--- config.mk ---
export PLATFORM = sky130hd
export DESIGN_NAME = flash_row_sequencer
export DESIGN_NICKNAME = d
export VERILOG_FILES = /design/src/pkg/flash_seq_pkg.sv /design/src/design/flash_row_sequencer.sv /design/src/design/flash_write_latches.sv
export SDC_FILE = /design/constraint.sdc
export NUM_CORES = 1
export LEC_CHECK = 0
export BUFFER_PORTS_ARGS = -buffer_cell sky130_fd_sc_hd__buf_2
export CORE_ASPECT_RATIO = 1.1
export CORE_MARGIN = 4
export CORE_UTILIZATION = 51
export CTS_CLUSTER_SIZE = 24
export DETAILED_ROUTE_END_ITERATION = 10
export PLACE_DENSITY_LB_ADDON = 0.3
export SYNTH_ARGS = -nofsm -noshare
export SYNTH_HDL_FRONTEND = slang
export SYNTH_SLANG_ARGS = --single-unit
--- constraint.sdc ---
create_clock -name clk_i -period 17.7 [get_ports clk_i]
set_input_delay 2.655 -clock clk_i [delete_from_list [all_inputs] [get_ports clk_i]]
set_output_delay 2.655 -clock clk_i [all_outputs]
set_load 0.05 [all_outputs]
--- src/pkg/flash_seq_pkg.sv ---
// constants, field layout and types for the program flash sequencer
// assumes a 200 MHz core clock and an 8-bit register port
package flash_seq_pkg;

  // clock and timing
  localparam int CLK_PERIOD_NS = 5;
  localparam int ERASE_TIME_MS = 2;
  localparam int ERASE_CYCLES  = ERASE_TIME_MS * 1000000 / CLK_PERIOD_NS;
  localparam int PROG_TIME_MS  = 2;
  localparam int PROG_CYCLES   = PROG_TIME_MS * 1000000 / CLK_PERIOD_NS;
  localparam int SETUP_CYCLES  = 2;
  localparam int CNT_W         = 20;

  // widths and sizes
  localparam int REG_ADDR_W  = 3;
  localparam int REG_DATA_W  = 8;
  localparam int PADDR_W     = 15;
  localparam int PWORD_W     = 14;
  localparam int DATA_HIGH_W = PWORD_W - REG_DATA_W;
  localparam int ADDR_HIGH_W = PADDR_W - REG_DATA_W;
  localparam int LATCH_COUNT = 32;

  // register offsets
  localparam logic [REG_ADDR_W-1:0] OFS_ADDR_LOW  = 3'h0;
  localparam logic [REG_ADDR_W-1:0] OFS_ADDR_HIGH = 3'h1;
  localparam logic [REG_ADDR_W-1:0] OFS_DATA_LOW  = 3'h2;
  localparam logic [REG_ADDR_W-1:0] OFS_DATA_HIGH = 3'h3;
  localparam logic [REG_ADDR_W-1:0] OFS_CONTROL   = 3'h4;
  localparam logic [REG_ADDR_W-1:0] OFS_UNLOCK    = 3'h5;

  // control register bit positions
  localparam int CTL_TRIGGER_BIT   = 0;
  localparam int CTL_PERMIT_BIT    = 1;
  localparam int CTL_ERASE_BIT     = 2;
  localparam int CTL_LATCH_BIT     = 3;
  localparam int CTL_CONFIG_BIT    = 6;
  localparam int CTL_PROGSPACE_BIT = 7;

  // key values and reset values
  localparam logic [REG_DATA_W-1:0] KEY_FIRST   = 8'h55;
  localparam logic [REG_DATA_W-1:0] KEY_SECOND  = 8'haa;
  localparam logic [PWORD_W-1:0]    LATCH_RESET = 14'h3fff;
  localparam logic [REG_DATA_W-1:0] REG_RESET   = 8'h00;

  // register port request
  typedef struct packed {
    logic                  we;
    logic                  re;
    logic [REG_ADDR_W-1:0] addr;
    logic [REG_DATA_W-1:0] wdata;
  } reg_req_t;

  // command toward the flash array
  typedef struct packed {
    logic               erase;
    logic               prog;
    logic [PADDR_W-1:0] addr;
    logic [PWORD_W-1:0] data;
  } flash_cmd_t;

  typedef enum logic [1:0] {
    KEY_LOCKED,
    KEY_HALF,
    KEY_OPEN
  } key_state_t;

  typedef enum logic [2:0] {
    ST_IDLE,
    ST_SETUP,
    ST_LOAD,
    ST_ERASE,
    ST_ERASE_WAIT,
    ST_PROG_STREAM,
    ST_PROG_WAIT,
    ST_FINISH
  } seq_state_t;

endpackage

--- src/design/flash_row_sequencer.sv ---
// self-programming sequencer: row erase, latch load and block commit
// assumes the core drives the register port and honours core_stall_o
// Notes on behaviour
// - running code erases only whole rows
// - trigger accepted only after 55h then aah
// - trigger starts erase; erase bit clears when done
// - two setup cycles before the core stalls
// - core stalls for erase time; clocks run
// - core resumes at third instruction after an erase trigger, fourth after a commit
// - program start never erases anything
// - commit stays inside one aligned latch block
// - latches return to 3fff after commit
// - latch-only trigger loads one latch, no programming
// - otherwise load final latch and program block
// - commit programs every latch, loaded or not
`timescale 1ns/1ps
module flash_row_sequencer
  import flash_seq_pkg::*;
#(
  parameter int LATCHES     = LATCH_COUNT,
  parameter int ERASE_COUNT = ERASE_CYCLES,
  parameter int PROG_COUNT  = PROG_CYCLES
) (
  // clock and reset
  input  wire logic                  clk_i,
  input  wire logic                  rst_b_i,
  // register port
  input  wire reg_req_t              reg_req_i,
  output logic      [REG_DATA_W-1:0] reg_rdata_o,
  // core and flash array
  output logic                       core_stall_o,
  output flash_cmd_t                 flash_cmd_o
);

  // last value of each counter, one below the span it times
  localparam int IDX_W = $clog2(LATCHES);
  localparam logic [CNT_W-1:0] SETUP_LAST = CNT_W'(SETUP_CYCLES - 1);
  localparam logic [CNT_W-1:0] ERASE_LAST = CNT_W'(ERASE_COUNT - 1);
  localparam logic [CNT_W-1:0] PROG_LAST  = CNT_W'(PROG_COUNT - 1);
  localparam logic [CNT_W-1:0] WORD_LAST  = CNT_W'(LATCHES - 1);

  // reset synchroniser: asserts at once, releases two edges later,
  // so every flop below leaves reset on the same clock edge
  logic rst_meta_reg;
  logic rst_sync_reg;
  logic rst_b;

  always_ff @(posedge clk_i or negedge rst_b_i) begin
    if (!rst_b_i) begin
      rst_meta_reg <= 1'b0;
      rst_sync_reg <= 1'b0;
    end else begin
      rst_meta_reg <= 1'b1;
      rst_sync_reg <= rst_meta_reg;
    end
  end

  assign rst_b = rst_sync_reg;

  // software-visible registers
  // high halves keep only the bits the address and word widths use
  logic [REG_DATA_W-1:0]  addr_low_reg;
  logic [ADDR_HIGH_W-1:0] addr_high_reg;
  logic [REG_DATA_W-1:0]  data_low_reg;
  logic [DATA_HIGH_W-1:0] data_high_reg;
  logic                   trigger_reg;
  logic                   permit_reg;
  logic                   erase_sel_reg;
  logic                   latch_only_reg;
  logic                   config_sel_reg;
  logic                   prog_space_reg;
  logic [REG_DATA_W-1:0]  rdata_reg;
  key_state_t             key_reg;
  key_state_t             key_next;

  // sequencer state
  // one counter times setup, the word stream and both waits
  seq_state_t             state_reg;
  seq_state_t             state_next;
  logic [CNT_W-1:0]       cnt_reg;
  logic [CNT_W-1:0]       cnt_next;
  logic                   stall_reg;
  flash_cmd_t             cmd_reg;
  flash_cmd_t             cmd_next;

  // register decode
  // strobe and address qualify each write; reads never change state
  wire idle_w       = (state_reg == ST_IDLE);
  wire wr_addr_lo_w = reg_req_i.we && reg_req_i.addr == OFS_ADDR_LOW;
  wire wr_addr_hi_w = reg_req_i.we && reg_req_i.addr == OFS_ADDR_HIGH;
  wire wr_data_lo_w = reg_req_i.we && reg_req_i.addr == OFS_DATA_LOW;
  wire wr_data_hi_w = reg_req_i.we && reg_req_i.addr == OFS_DATA_HIGH;
  wire wr_ctl_w     = reg_req_i.we && reg_req_i.addr == OFS_CONTROL;
  wire wr_key_w     = reg_req_i.we && reg_req_i.addr == OFS_UNLOCK;
  wire [REG_DATA_W-1:0] wd_w = reg_req_i.wdata;

  // a trigger counts only when the key pair came right before it
  // a refused trigger still stores the other control bits
  wire trig_ok_w = idle_w && wr_ctl_w && wd_w[CTL_TRIGGER_BIT]
                   && key_reg == KEY_OPEN
                   && wd_w[CTL_PERMIT_BIT] && wd_w[CTL_PROGSPACE_BIT]
                   && !wd_w[CTL_CONFIG_BIT];

  // address and block decomposition
  wire [PADDR_W-1:0] word_addr_w  = {addr_high_reg, addr_low_reg};
  wire [IDX_W-1:0]   latch_idx_w  = word_addr_w[IDX_W-1:0];
  wire [PADDR_W-1:0] block_base_w = {word_addr_w[PADDR_W-1:IDX_W],
                                     {IDX_W{1'b0}}};
  wire [PWORD_W-1:0] data_word_w  = {data_high_reg, data_low_reg};
  wire [IDX_W-1:0]   stream_idx_w = cnt_reg[IDX_W-1:0];
  wire [PWORD_W-1:0] latch_word_w;

  // latch controls
  // the clear lands on the last wait cycle, where no load can occur
  wire latch_load_w  = (state_reg == ST_LOAD);
  wire latch_clear_w = (state_reg == ST_PROG_WAIT) && cnt_reg == PROG_LAST;
  wire done_w        = (state_reg == ST_FINISH);

  // unlock key sequencer: 55h then aah, anything else relocks
  // reads leave the key alone; any other write relocks it
  // a first key byte restarts the pair, even from the half state
  always_comb begin
    key_next = key_reg;
    if (wr_key_w) begin
      if (wd_w == KEY_FIRST) begin
        key_next = KEY_HALF;
      end else if (wd_w == KEY_SECOND && key_reg == KEY_HALF) begin
        key_next = KEY_OPEN;
      end else begin
        key_next = KEY_LOCKED;
      end
    end else if (reg_req_i.we) begin
      key_next = KEY_LOCKED;
    end
  end

  // operation sequencer
  always_comb begin
    state_next = state_reg;
    cnt_next   = cnt_reg;
    cmd_next   = '0;
    case (state_reg)
      // wait for an unlocked trigger
      ST_IDLE: begin
        cnt_next = '0;
        if (trig_ok_w) begin
          state_next = ST_SETUP;
        end
      end
      // two cycles in which the core still runs its idle slots
      ST_SETUP: begin
        cnt_next = cnt_reg + 1'b1;
        if (cnt_reg == SETUP_LAST) begin
          cnt_next = '0;
          if (erase_sel_reg) begin
            state_next = ST_ERASE;
          end else begin
            state_next = ST_LOAD;
          end
        end
      end
      // one erase command for the whole row
      ST_ERASE: begin
        cmd_next.erase = 1'b1;
        cmd_next.addr  = block_base_w;
        state_next     = ST_ERASE_WAIT;
      end
      // row erase time
      ST_ERASE_WAIT: begin
        cnt_next = cnt_reg + 1'b1;
        if (cnt_reg == ERASE_LAST) begin
          state_next = ST_FINISH;
        end
      end
      // one latch takes the data pair, then stop or commit
      ST_LOAD: begin
        cnt_next = '0;
        if (latch_only_reg) begin
          state_next = ST_FINISH;
        end else begin
          state_next = ST_PROG_STREAM;
        end
      end
      // stream the latch block out one word per cycle
      ST_PROG_STREAM: begin
        // every latch goes out, with no erase command beside it
        cmd_next.prog = 1'b1;
        cmd_next.addr = block_base_w | PADDR_W'(stream_idx_w);
        cmd_next.data = latch_word_w;
        cnt_next      = cnt_reg + 1'b1;
        if (cnt_reg == WORD_LAST) begin
          cnt_next   = '0;
          state_next = ST_PROG_WAIT;
        end
      end
      // programming time; latches clear on its last cycle
      ST_PROG_WAIT: begin
        cnt_next = cnt_reg + 1'b1;
        if (cnt_reg == PROG_LAST) begin
          state_next = ST_FINISH;
        end
      end
      // one cycle in which trigger and erase select clear
      ST_FINISH: begin
        cnt_next   = '0;
        state_next = ST_IDLE;
      end
      // unused codes fall back to idle
      default: begin
        state_next = ST_IDLE;
      end
    endcase
  end

  // stall covers the long phases only
  // setup, load and finish leave the core running: it gets its two idle
  // slots behind the trigger (a commit also its third, in load) and resumes on the next after the stall
  wire stall_next_w = state_next == ST_ERASE
                      || state_next == ST_ERASE_WAIT
                      || state_next == ST_PROG_STREAM
                      || state_next == ST_PROG_WAIT;

  // state, counter, command and stall flops
  always_ff @(posedge clk_i or negedge rst_b) begin
    if (!rst_b) begin
      state_reg <= ST_IDLE;
      cnt_reg   <= '0;
      cmd_reg   <= '0;
      stall_reg <= 1'b0;
    end else begin
      state_reg <= state_next;
      cnt_reg   <= cnt_next;
      cmd_reg   <= cmd_next;
      stall_reg <= stall_next_w;
    end
  end

  // unlock key state; a reset always leaves the port locked
  always_ff @(posedge clk_i or negedge rst_b) begin
    if (!rst_b) begin
      key_reg <= KEY_LOCKED;
    end else begin
      key_reg <= key_next;
    end
  end

  // address and data pair, frozen while an operation runs
  // writes while busy are dropped so the running command cannot change
  always_ff @(posedge clk_i or negedge rst_b) begin
    if (!rst_b) begin
      addr_low_reg  <= REG_RESET;
      addr_high_reg <= '0;
      data_low_reg  <= REG_RESET;
      data_high_reg <= '0;
    end else if (idle_w) begin
      if (wr_addr_lo_w) addr_low_reg  <= wd_w;
      if (wr_addr_hi_w) addr_high_reg <= wd_w[ADDR_HIGH_W-1:0];
      if (wr_data_lo_w) data_low_reg  <= wd_w;
      if (wr_data_hi_w) data_high_reg <= wd_w[DATA_HIGH_W-1:0];
    end
  end

  // control bits; trigger and erase select clear in hardware at the end
  // software cannot clear the trigger; only the end of an operation does
  always_ff @(posedge clk_i or negedge rst_b) begin
    if (!rst_b) begin
      trigger_reg    <= 1'b0;
      permit_reg     <= 1'b0;
      erase_sel_reg  <= 1'b0;
      latch_only_reg <= 1'b0;
      config_sel_reg <= 1'b0;
      prog_space_reg <= 1'b0;
    end else if (done_w) begin
      trigger_reg   <= 1'b0;
      erase_sel_reg <= 1'b0;
    end else if (idle_w && wr_ctl_w) begin
      trigger_reg    <= trig_ok_w;
      permit_reg     <= wd_w[CTL_PERMIT_BIT];
      erase_sel_reg  <= wd_w[CTL_ERASE_BIT];
      latch_only_reg <= wd_w[CTL_LATCH_BIT];
      config_sel_reg <= wd_w[CTL_CONFIG_BIT];
      prog_space_reg <= wd_w[CTL_PROGSPACE_BIT];
    end
  end

  // read selection
  wire [REG_DATA_W-1:0] ctl_rd_w = {prog_space_reg, // bit 7
                                    config_sel_reg, // bit 6
                                    2'h0,           // bits 5 and 4
                                    latch_only_reg, // bit 3
                                    erase_sel_reg,  // bit 2
                                    permit_reg,     // bit 1
                                    trigger_reg};   // bit 0
  wire [REG_DATA_W-1:0] rd_sel_w =
    (reg_req_i.addr == OFS_ADDR_LOW)  ? addr_low_reg :
    (reg_req_i.addr == OFS_ADDR_HIGH) ? {1'b0, addr_high_reg} :
    (reg_req_i.addr == OFS_DATA_LOW)  ? data_low_reg :
    (reg_req_i.addr == OFS_DATA_HIGH) ? {2'h0, data_high_reg} :
    (reg_req_i.addr == OFS_CONTROL)   ? ctl_rd_w :
                                        8'h00;

  // read data stand one cycle after the strobe, zero otherwise
  // clearing it after one cycle keeps stale data off the port
  always_ff @(posedge clk_i or negedge rst_b) begin
    if (!rst_b) begin
      rdata_reg <= REG_RESET;
    end else if (reg_req_i.re) begin
      rdata_reg <= rd_sel_w;
    end else begin
      rdata_reg <= REG_RESET;
    end
  end

  // write latch bank
  // the bank reads by stream index while loads use the address index
  flash_write_latches #(
    .COUNT (LATCHES),
    .IDX_W (IDX_W)
  ) u_latches (
    .clk_i       (clk_i),
    .rst_b_i     (rst_b),
    .load_i      (latch_load_w),
    .load_idx_i  (latch_idx_w),
    .load_word_i (data_word_w),
    .clear_all_i (latch_clear_w),
    .rd_idx_i    (stream_idx_w),
    .rd_word_o   (latch_word_w)
  );

  // outputs
  // the core sees stall on the same edge as the state that asks for it
  assign reg_rdata_o  = rdata_reg;
  assign core_stall_o = stall_reg;
  assign flash_cmd_o  = cmd_reg;

endmodule

--- src/design/flash_write_latches.sv ---
// bank of program flash write latches
// assumes one writer; clear_all_i and load_i never come in one cycle
`timescale 1ns/1ps
module flash_write_latches
  import flash_seq_pkg::*;
#(
  parameter int COUNT = LATCH_COUNT,
  parameter int IDX_W = $clog2(LATCH_COUNT)
) (
  // clock and reset
  input  wire logic               clk_i,
  input  wire logic               rst_b_i,
  // load and clear
  input  wire logic               load_i,
  input  wire logic [IDX_W-1:0]   load_idx_i,
  input  wire logic [PWORD_W-1:0] load_word_i,
  input  wire logic               clear_all_i,
  // read
  input  wire logic [IDX_W-1:0]   rd_idx_i,
  output logic      [PWORD_W-1:0] rd_word_o
);

  logic [PWORD_W-1:0] latch_reg [COUNT];

  // read selection
  assign rd_word_o = latch_reg[rd_idx_i];

  // latches load one word, or all return to the erased value
  always_ff @(posedge clk_i or negedge rst_b_i) begin
    if (!rst_b_i) begin
      for (int i = 0; i < COUNT; i++) begin
        latch_reg[i] <= LATCH_RESET;
      end
    end else if (clear_all_i) begin
      for (int i = 0; i < COUNT; i++) begin
        latch_reg[i] <= LATCH_RESET;
      end
    end else if (load_i) begin
      latch_reg[load_idx_i] <= load_word_i;
    end
  end

endmodule

Word-level counts from Yosys, hierarchy flattened. Index checks and enable logic that the tools add are counted.

Reductions and logical operators: 32. Equality and inequality tests: 23. Bitwise operators: 4. Add/subtract/negate cells: 1. Muxes and demuxes: 36. Order comparisons: 3.

Operator list (count): 2-to-1 mux 448 bit (2); bitwise mux 448 bit (1); case mux 20 bit (4 select lines) (1); binary-select mux 14 bit (select 5 bit) (1); demux 14 bit (select 5 bit) (1); 2-to-1 mux 14 bit (4); 2-to-1 mux 8 bit (6); 2-to-1 mux 20 bit (2); case mux 15 bit (2 select lines) (1); equality test 3 bit (second input constant) (9); case mux 3 bit (7 select lines) (1); adder 20 x 1 -> 20 bit (second input constant) (1); equality test 20 x 1 -> 1 bit (second input constant) (1); equality test 20 x 19 -> 1 bit (second input constant) (1); equality test 20 x 5 -> 1 bit (second input constant) (1); equality test 3 x 2 -> 1 bit (second input constant) (5); logical AND 1 bit (15); OR 15 x 5 -> 15 bit (1); greater-or-equal comparator 6 bit (second input constant) (2); 2-to-1 mux 3 bit (4); inverter 5 -> 6 bit (2); 2-to-1 mux 2 bit (5); AND reduction 2 bit (5); equality test 8 x 7 -> 1 bit (second input constant) (1); 14 further kinds (26).

Output and inout bits: 40. Flip-flop bits (word level): 550.

Logic depth before layout (Yosys ltp).
Word-level depth: 14. Depth in mapped cells: 12. Gate-level depth less buffers: 7.

Cells and area by module. A second synthesis with hierarchy kept.

Cells, all modules: 2477. Area, all modules: 28009.4 um^2.

Modules (own cells, without submodules): flash_write_latches (times used 1, seq. area each 11771.3 um^2, cells each 2105, area each 23576.4 um^2); flash_row_sequencer (times used 1, seq. area each 2552.4 um^2, cells each 372, area each 4433.0 um^2).

Worst setup path after synthesis. No wires, ideal clock.

Path kind: in2reg. Start point: input reg_req_i[8] (netlist name). End point: register addr_high_reg[0]. Setup time: 0.125 ns. Arrival time: 3.826 ns. Stages on the path: 4. Buffers on the path: 1. Slack: 13.749 ns. Path through: buf_1 -> nand2_1 -> nor2_2 -> mux2_2.

Longest elaborated chain between the ends: 3.

Ends and longest elaborated chain: from (decl) (RTL line flash_row_sequencer.sv:28) `input wire reg_req_t reg_req_i,`; equality test 3 x 1 -> 1 bit (RTL line flash_row_sequencer.sv:90) `wire wr_addr_hi_w = reg_req_i.we && reg_req_i.addr == OFS_ADDR_HIGH;`; logical AND 1 bit (RTL line flash_row_sequencer.sv:90); AND reduction 2 bit (no source line); to (signal assigned) (RTL line flash_row_sequencer.sv:257) `if (wr_addr_hi_w) addr_high_reg <= wd_w[ADDR_HIGH_W-1:0];`; to (decl) (RTL line flash_row_sequencer.sv:63) `logic [ADDR_HIGH_W-1:0] addr_high_reg;`.

No other way between the ends. A chain may end at the register's enable or synchronous reset.

Final worst setup path.
Start point: register cnt_reg[0]. End point: register u_latches.latch_reg[93] (netlist name).

Longest elaborated chain between the ends: 3. Elaborated cells between the ends (all ways): 4. Those cells by class: 1 x eq/ne; 1 x mux; 2 x reduce/logical.

Ends and longest elaborated chain: from (decl) (RTL line flash_row_sequencer.sv:80) `logic [CNT_W-1:0] cnt_reg;`; from (signal assigned) (RTL line flash_row_sequencer.sv:232) `cnt_reg <= cnt_next;`; equality test 20 x 19 -> 1 bit * (RTL line flash_row_sequencer.sv:116) `wire latch_clear_w = (state_reg == ST_PROG_WAIT) && cnt_reg == PROG_LAST;`; logical AND 1 bit * (RTL line flash_row_sequencer.sv:116); 2-to-1 mux 448 bit / nonzero test 2 bit (equally long branches); to (signal, indexed assignment) (RTL line flash_write_latches.sv:39) `latch_reg[load_idx_i] <= load_word_i;`; to (decl) (RTL line flash_write_latches.sv:23) `logic [PWORD_W-1:0] latch_reg [COUNT];`.

Every way passes the cells marked *; elsewhere a longest branch is shown, timed or not.

==> metrics.csv <==
metric,value,unit
status,"complete, no violations",
Fillers,4236,
Critical Path End Type,flip-flop,
syn_area_per_cell,11.41,um^2
Worst Hold Class,flip-flop to flip-flop,
critical path required time,18.18,ns
Initial Util,0.5142,
Pleak,0.01321,uW
CTS tree,done,
layout cells sized above 1,0.3682,
number of distinct library cells after synthesis,63,
DRC errors left,0,
# Post-CTS Setup Buffers,0,
worst vdd ir,0.06722,mV
largest net degree at the start of global routing,116,
global-route wire length before repair,115500,um
placed instance count,2903,
gr ovfl total,0,
crit share post-route,0.2517,
routed vias,19030,
Final TNS setup,0,ns
CP cell instances,ha_1 > nand4b_1 > nor3_1 > nand4_1 > buf_4 > buf_4 > nand3_1,
post-cts resize count,0,
DRT iter0 DRCs,2384,
crit path buf inv count,2,
drt via density,6.324,
Commonest cells post-synth,"nand2_1 (495), dfstp_2 (448), nand3_1 (407)",
routability cong.,0.8893,
Core Area,0.05230,mm^2
CP max stage cell,buf_4,
Clock Latency Late Sink,0.62,ns
Cell Pwr Density,86.27,mW/mm^2
Slew HR,0.1640,
vias in the first global route,19260,
die extent in x,227.0,um
clock power share,0.475,
max reg flops,448,
fin. max-slew vios,0,
CTS Sinks,550,
critical path depth in cells,7,
max-cap violations,0,
Synth Register Bits,550,
Setup Viol. Count Final,0,
Post-Route WL,73530,um
Finished Layout Cells,3009,
critical path launch point type,flip-flop,
cts hold-fix bufs,0,
Most common cell on crit path,buf_4,
CTS root buf,clkbuf_16,
num ports,55,
HP Start,rst_meta_reg$_DFF_PN0_,
HPWL Detailed,42050,um
Worst path max stage delay,0.99,ns
drt wl/cell,24.44,um
Power Internal,1980,uW
Sw Share,0.2171,
Num CTS Buffers,57,
Mapped Area,0.02689,mm^2
die height,248.8,um
Place WS,13.29,ns
Crit Path Max Fanout,115,
Synth area leaders,"dfstp_2 (44%), mux4_2 (12%), mux2i_1 (9.5%)",
PortBufs,54,
Longest Clk Path Bufs,3,
clk_skew,0.02179,ns
Die ar.,0.05648,mm^2
Post-synth EDFFs,0,
GRT Total Usage,0.2600,
"Largest delay share family, worst path",buffers and inverters,
R2R Path Start,cnt_reg[0]$_DFFE_PN0P_,
R2R Setup Slk,13.24,ns
Final min period,4.455,ns
Seq pwr share,0.503,
RSZ-0062 raised after global routing,no,
cell with the most instances after synthesis,nand2_1,
drt pass-1 iters,5,
post-synth top area share,0.4377,
Yosys warnings,0,
final hold violations,0,
WS Path Type,flip-flop to flip-flop,
asr flop ratio synth,1.000,
Rows,88,
largest area contributor in the netlist,dfstp_2,
slack of the critical path,13.24,ns
Max Fclk,224.4,MHz
initial antenna violation count,0,
R2R depth,7,
worst slew pin tran,1.253,ns
Arrival @ worst endpoint,4.94,ns
Critical R2R Capture,u_latches.latch_reg[93]$_DFFE_PN1P_,
part of the power in combinational logic,0.022,
Syn Nets,2374,
Post-Syn Instances,2357,
Area Overhead vs Synth,8.983,%
"Top FF cell, synth",dfstp_2,
Worst Hold Depth,0,
Clock transition at path regs,0.06,ns
net switching power,549.1,uW
Worst Hold End,rst_b$_DFF_PN0_,
post-synthesis sequential area ratio,0.5326,
htree depth,2,
nets,2304,
Final ANT Viol Nets,0,
## per-layer routing
layer | routed length (um) | global-route usage
met5 | 0 | 0
met4 | 2045 | 0.07678
met3 | 5844 | 0.04714
met2 | 35580 | 0.4167
met1 | 30050 | 0.3663
## cell usage in the layout (no fill, tap or decap), types with 4 or more instances in the layout
cell type / synthesis / layout
nor2_2: 15 / 18
and2_1: 20 / 19
o21ai_0: 8 / 8
buf_4: 15 / 53
nor3_1: 7 / 6
xor2_1: 11 / 11
nand3_1: 407 / 407
clkbuf_16: 0 / 59
a22o_1: 10 / 10
a21oi_1: 10 / 10
inv_1: 9 / 9
clkinv_2: 0 / 4
a21boi_0: 4 / 4
nand4b_1: 4 / 4
or2_2: 4 / 4
nand2_1: 495 / 495
buf_2: 37 / 54
mux2_2: 34 / 34
clkbuf_1: 164 / 21
mux2i_1: 256 / 256
a22oi_1: 17 / 17
dfstp_2: 448 / 448
mux4_2: 138 / 138
nor2_1: 39 / 36
and3_1: 9 / 8
dfrtp_1: 102 / 97
clkbuf_8: 0 / 19
nand4_1: 12 / 12
nor4_1: 4 / 4
## kinds of logic (layout without fill, tap and decap cells)
group,count (synthesis),in the layout,synth area share
flip-flops,550,550,0.5326
AO/OA/AOI/OAI,67,67,0.01791
adder cells (fa/ha/maj),2,2,0.0009303
other,1,2,0.0001394
multiplexers,428,428,0.2251
XOR/XNOR,14,14,0.004559
AND/OR/NAND/NOR,1048,1048,0.1794
buffers and inverters,247,223,0.03940
## worst max path at each step
stage	end	startpoint	slack [ns]
2_1_floorplan	addr_high_reg[0]$_DFFE_PN0P_	rst_b$_DFF_PN0_	2.02
3_3_place_gp	u_latches.latch_reg[62]$_DFFE_PN1P_	cnt_reg[0]$_DFFE_PN0P_	13.35
3_5_place_dp	u_latches.latch_reg[93]$_DFFE_PN1P_	cnt_reg[0]$_DFFE_PN0P_	13.29
4_1_cts	u_latches.latch_reg[265]$_DFFE_PN1P_	cnt_reg[0]$_DFFE_PN0P_	13.27
5_1_grt	u_latches.latch_reg[265]$_DFFE_PN1P_	cnt_reg[0]$_DFFE_PN0P_	12.89
6_report	u_latches.latch_reg[93]$_DFFE_PN1P_	cnt_reg[0]$_DFFE_PN0P_	13.24
## final cells by class
class,instances,area (um^2),share of cell area
sequential,550,14340,0.4892
multi-input combinational,1560,11540,0.3938
clock buffer,99,1817,0.06198
tap,675,844.6,0.02881
timing repair buffer,107,668.1,0.02280
clock inverter,6,58.81,0.002006
inverter,11,41.29,0.001409
antenna,1,2.502,0.00008538
## stage by stage
step	area (um^2)	hold WS [ns]	util	power [uW]
global route	29310	0.3574	0.5604	2603
detailed placement	27430	0.3365	0.5245	1348
CTS	29310	0.3496	0.5604	2547
finish	29310	0.3471	0.5604	2529
floorplan	26890	0.3312	-	1321
global placement	27430	0.3332	0.5245	1346
## power groups by stage
stage                     clock, uW  sequential (uW)  combinational (uW)
after floorplan                   0             1300                20.4
after global placement            0             1290                55.6
after detailed placement          0             1290                56.8
after CTS                      1220             1270                56.9
after global routing           1270             1270                61.6
final                          1200             1270                56.1
(Power assumes the default switching activity.)
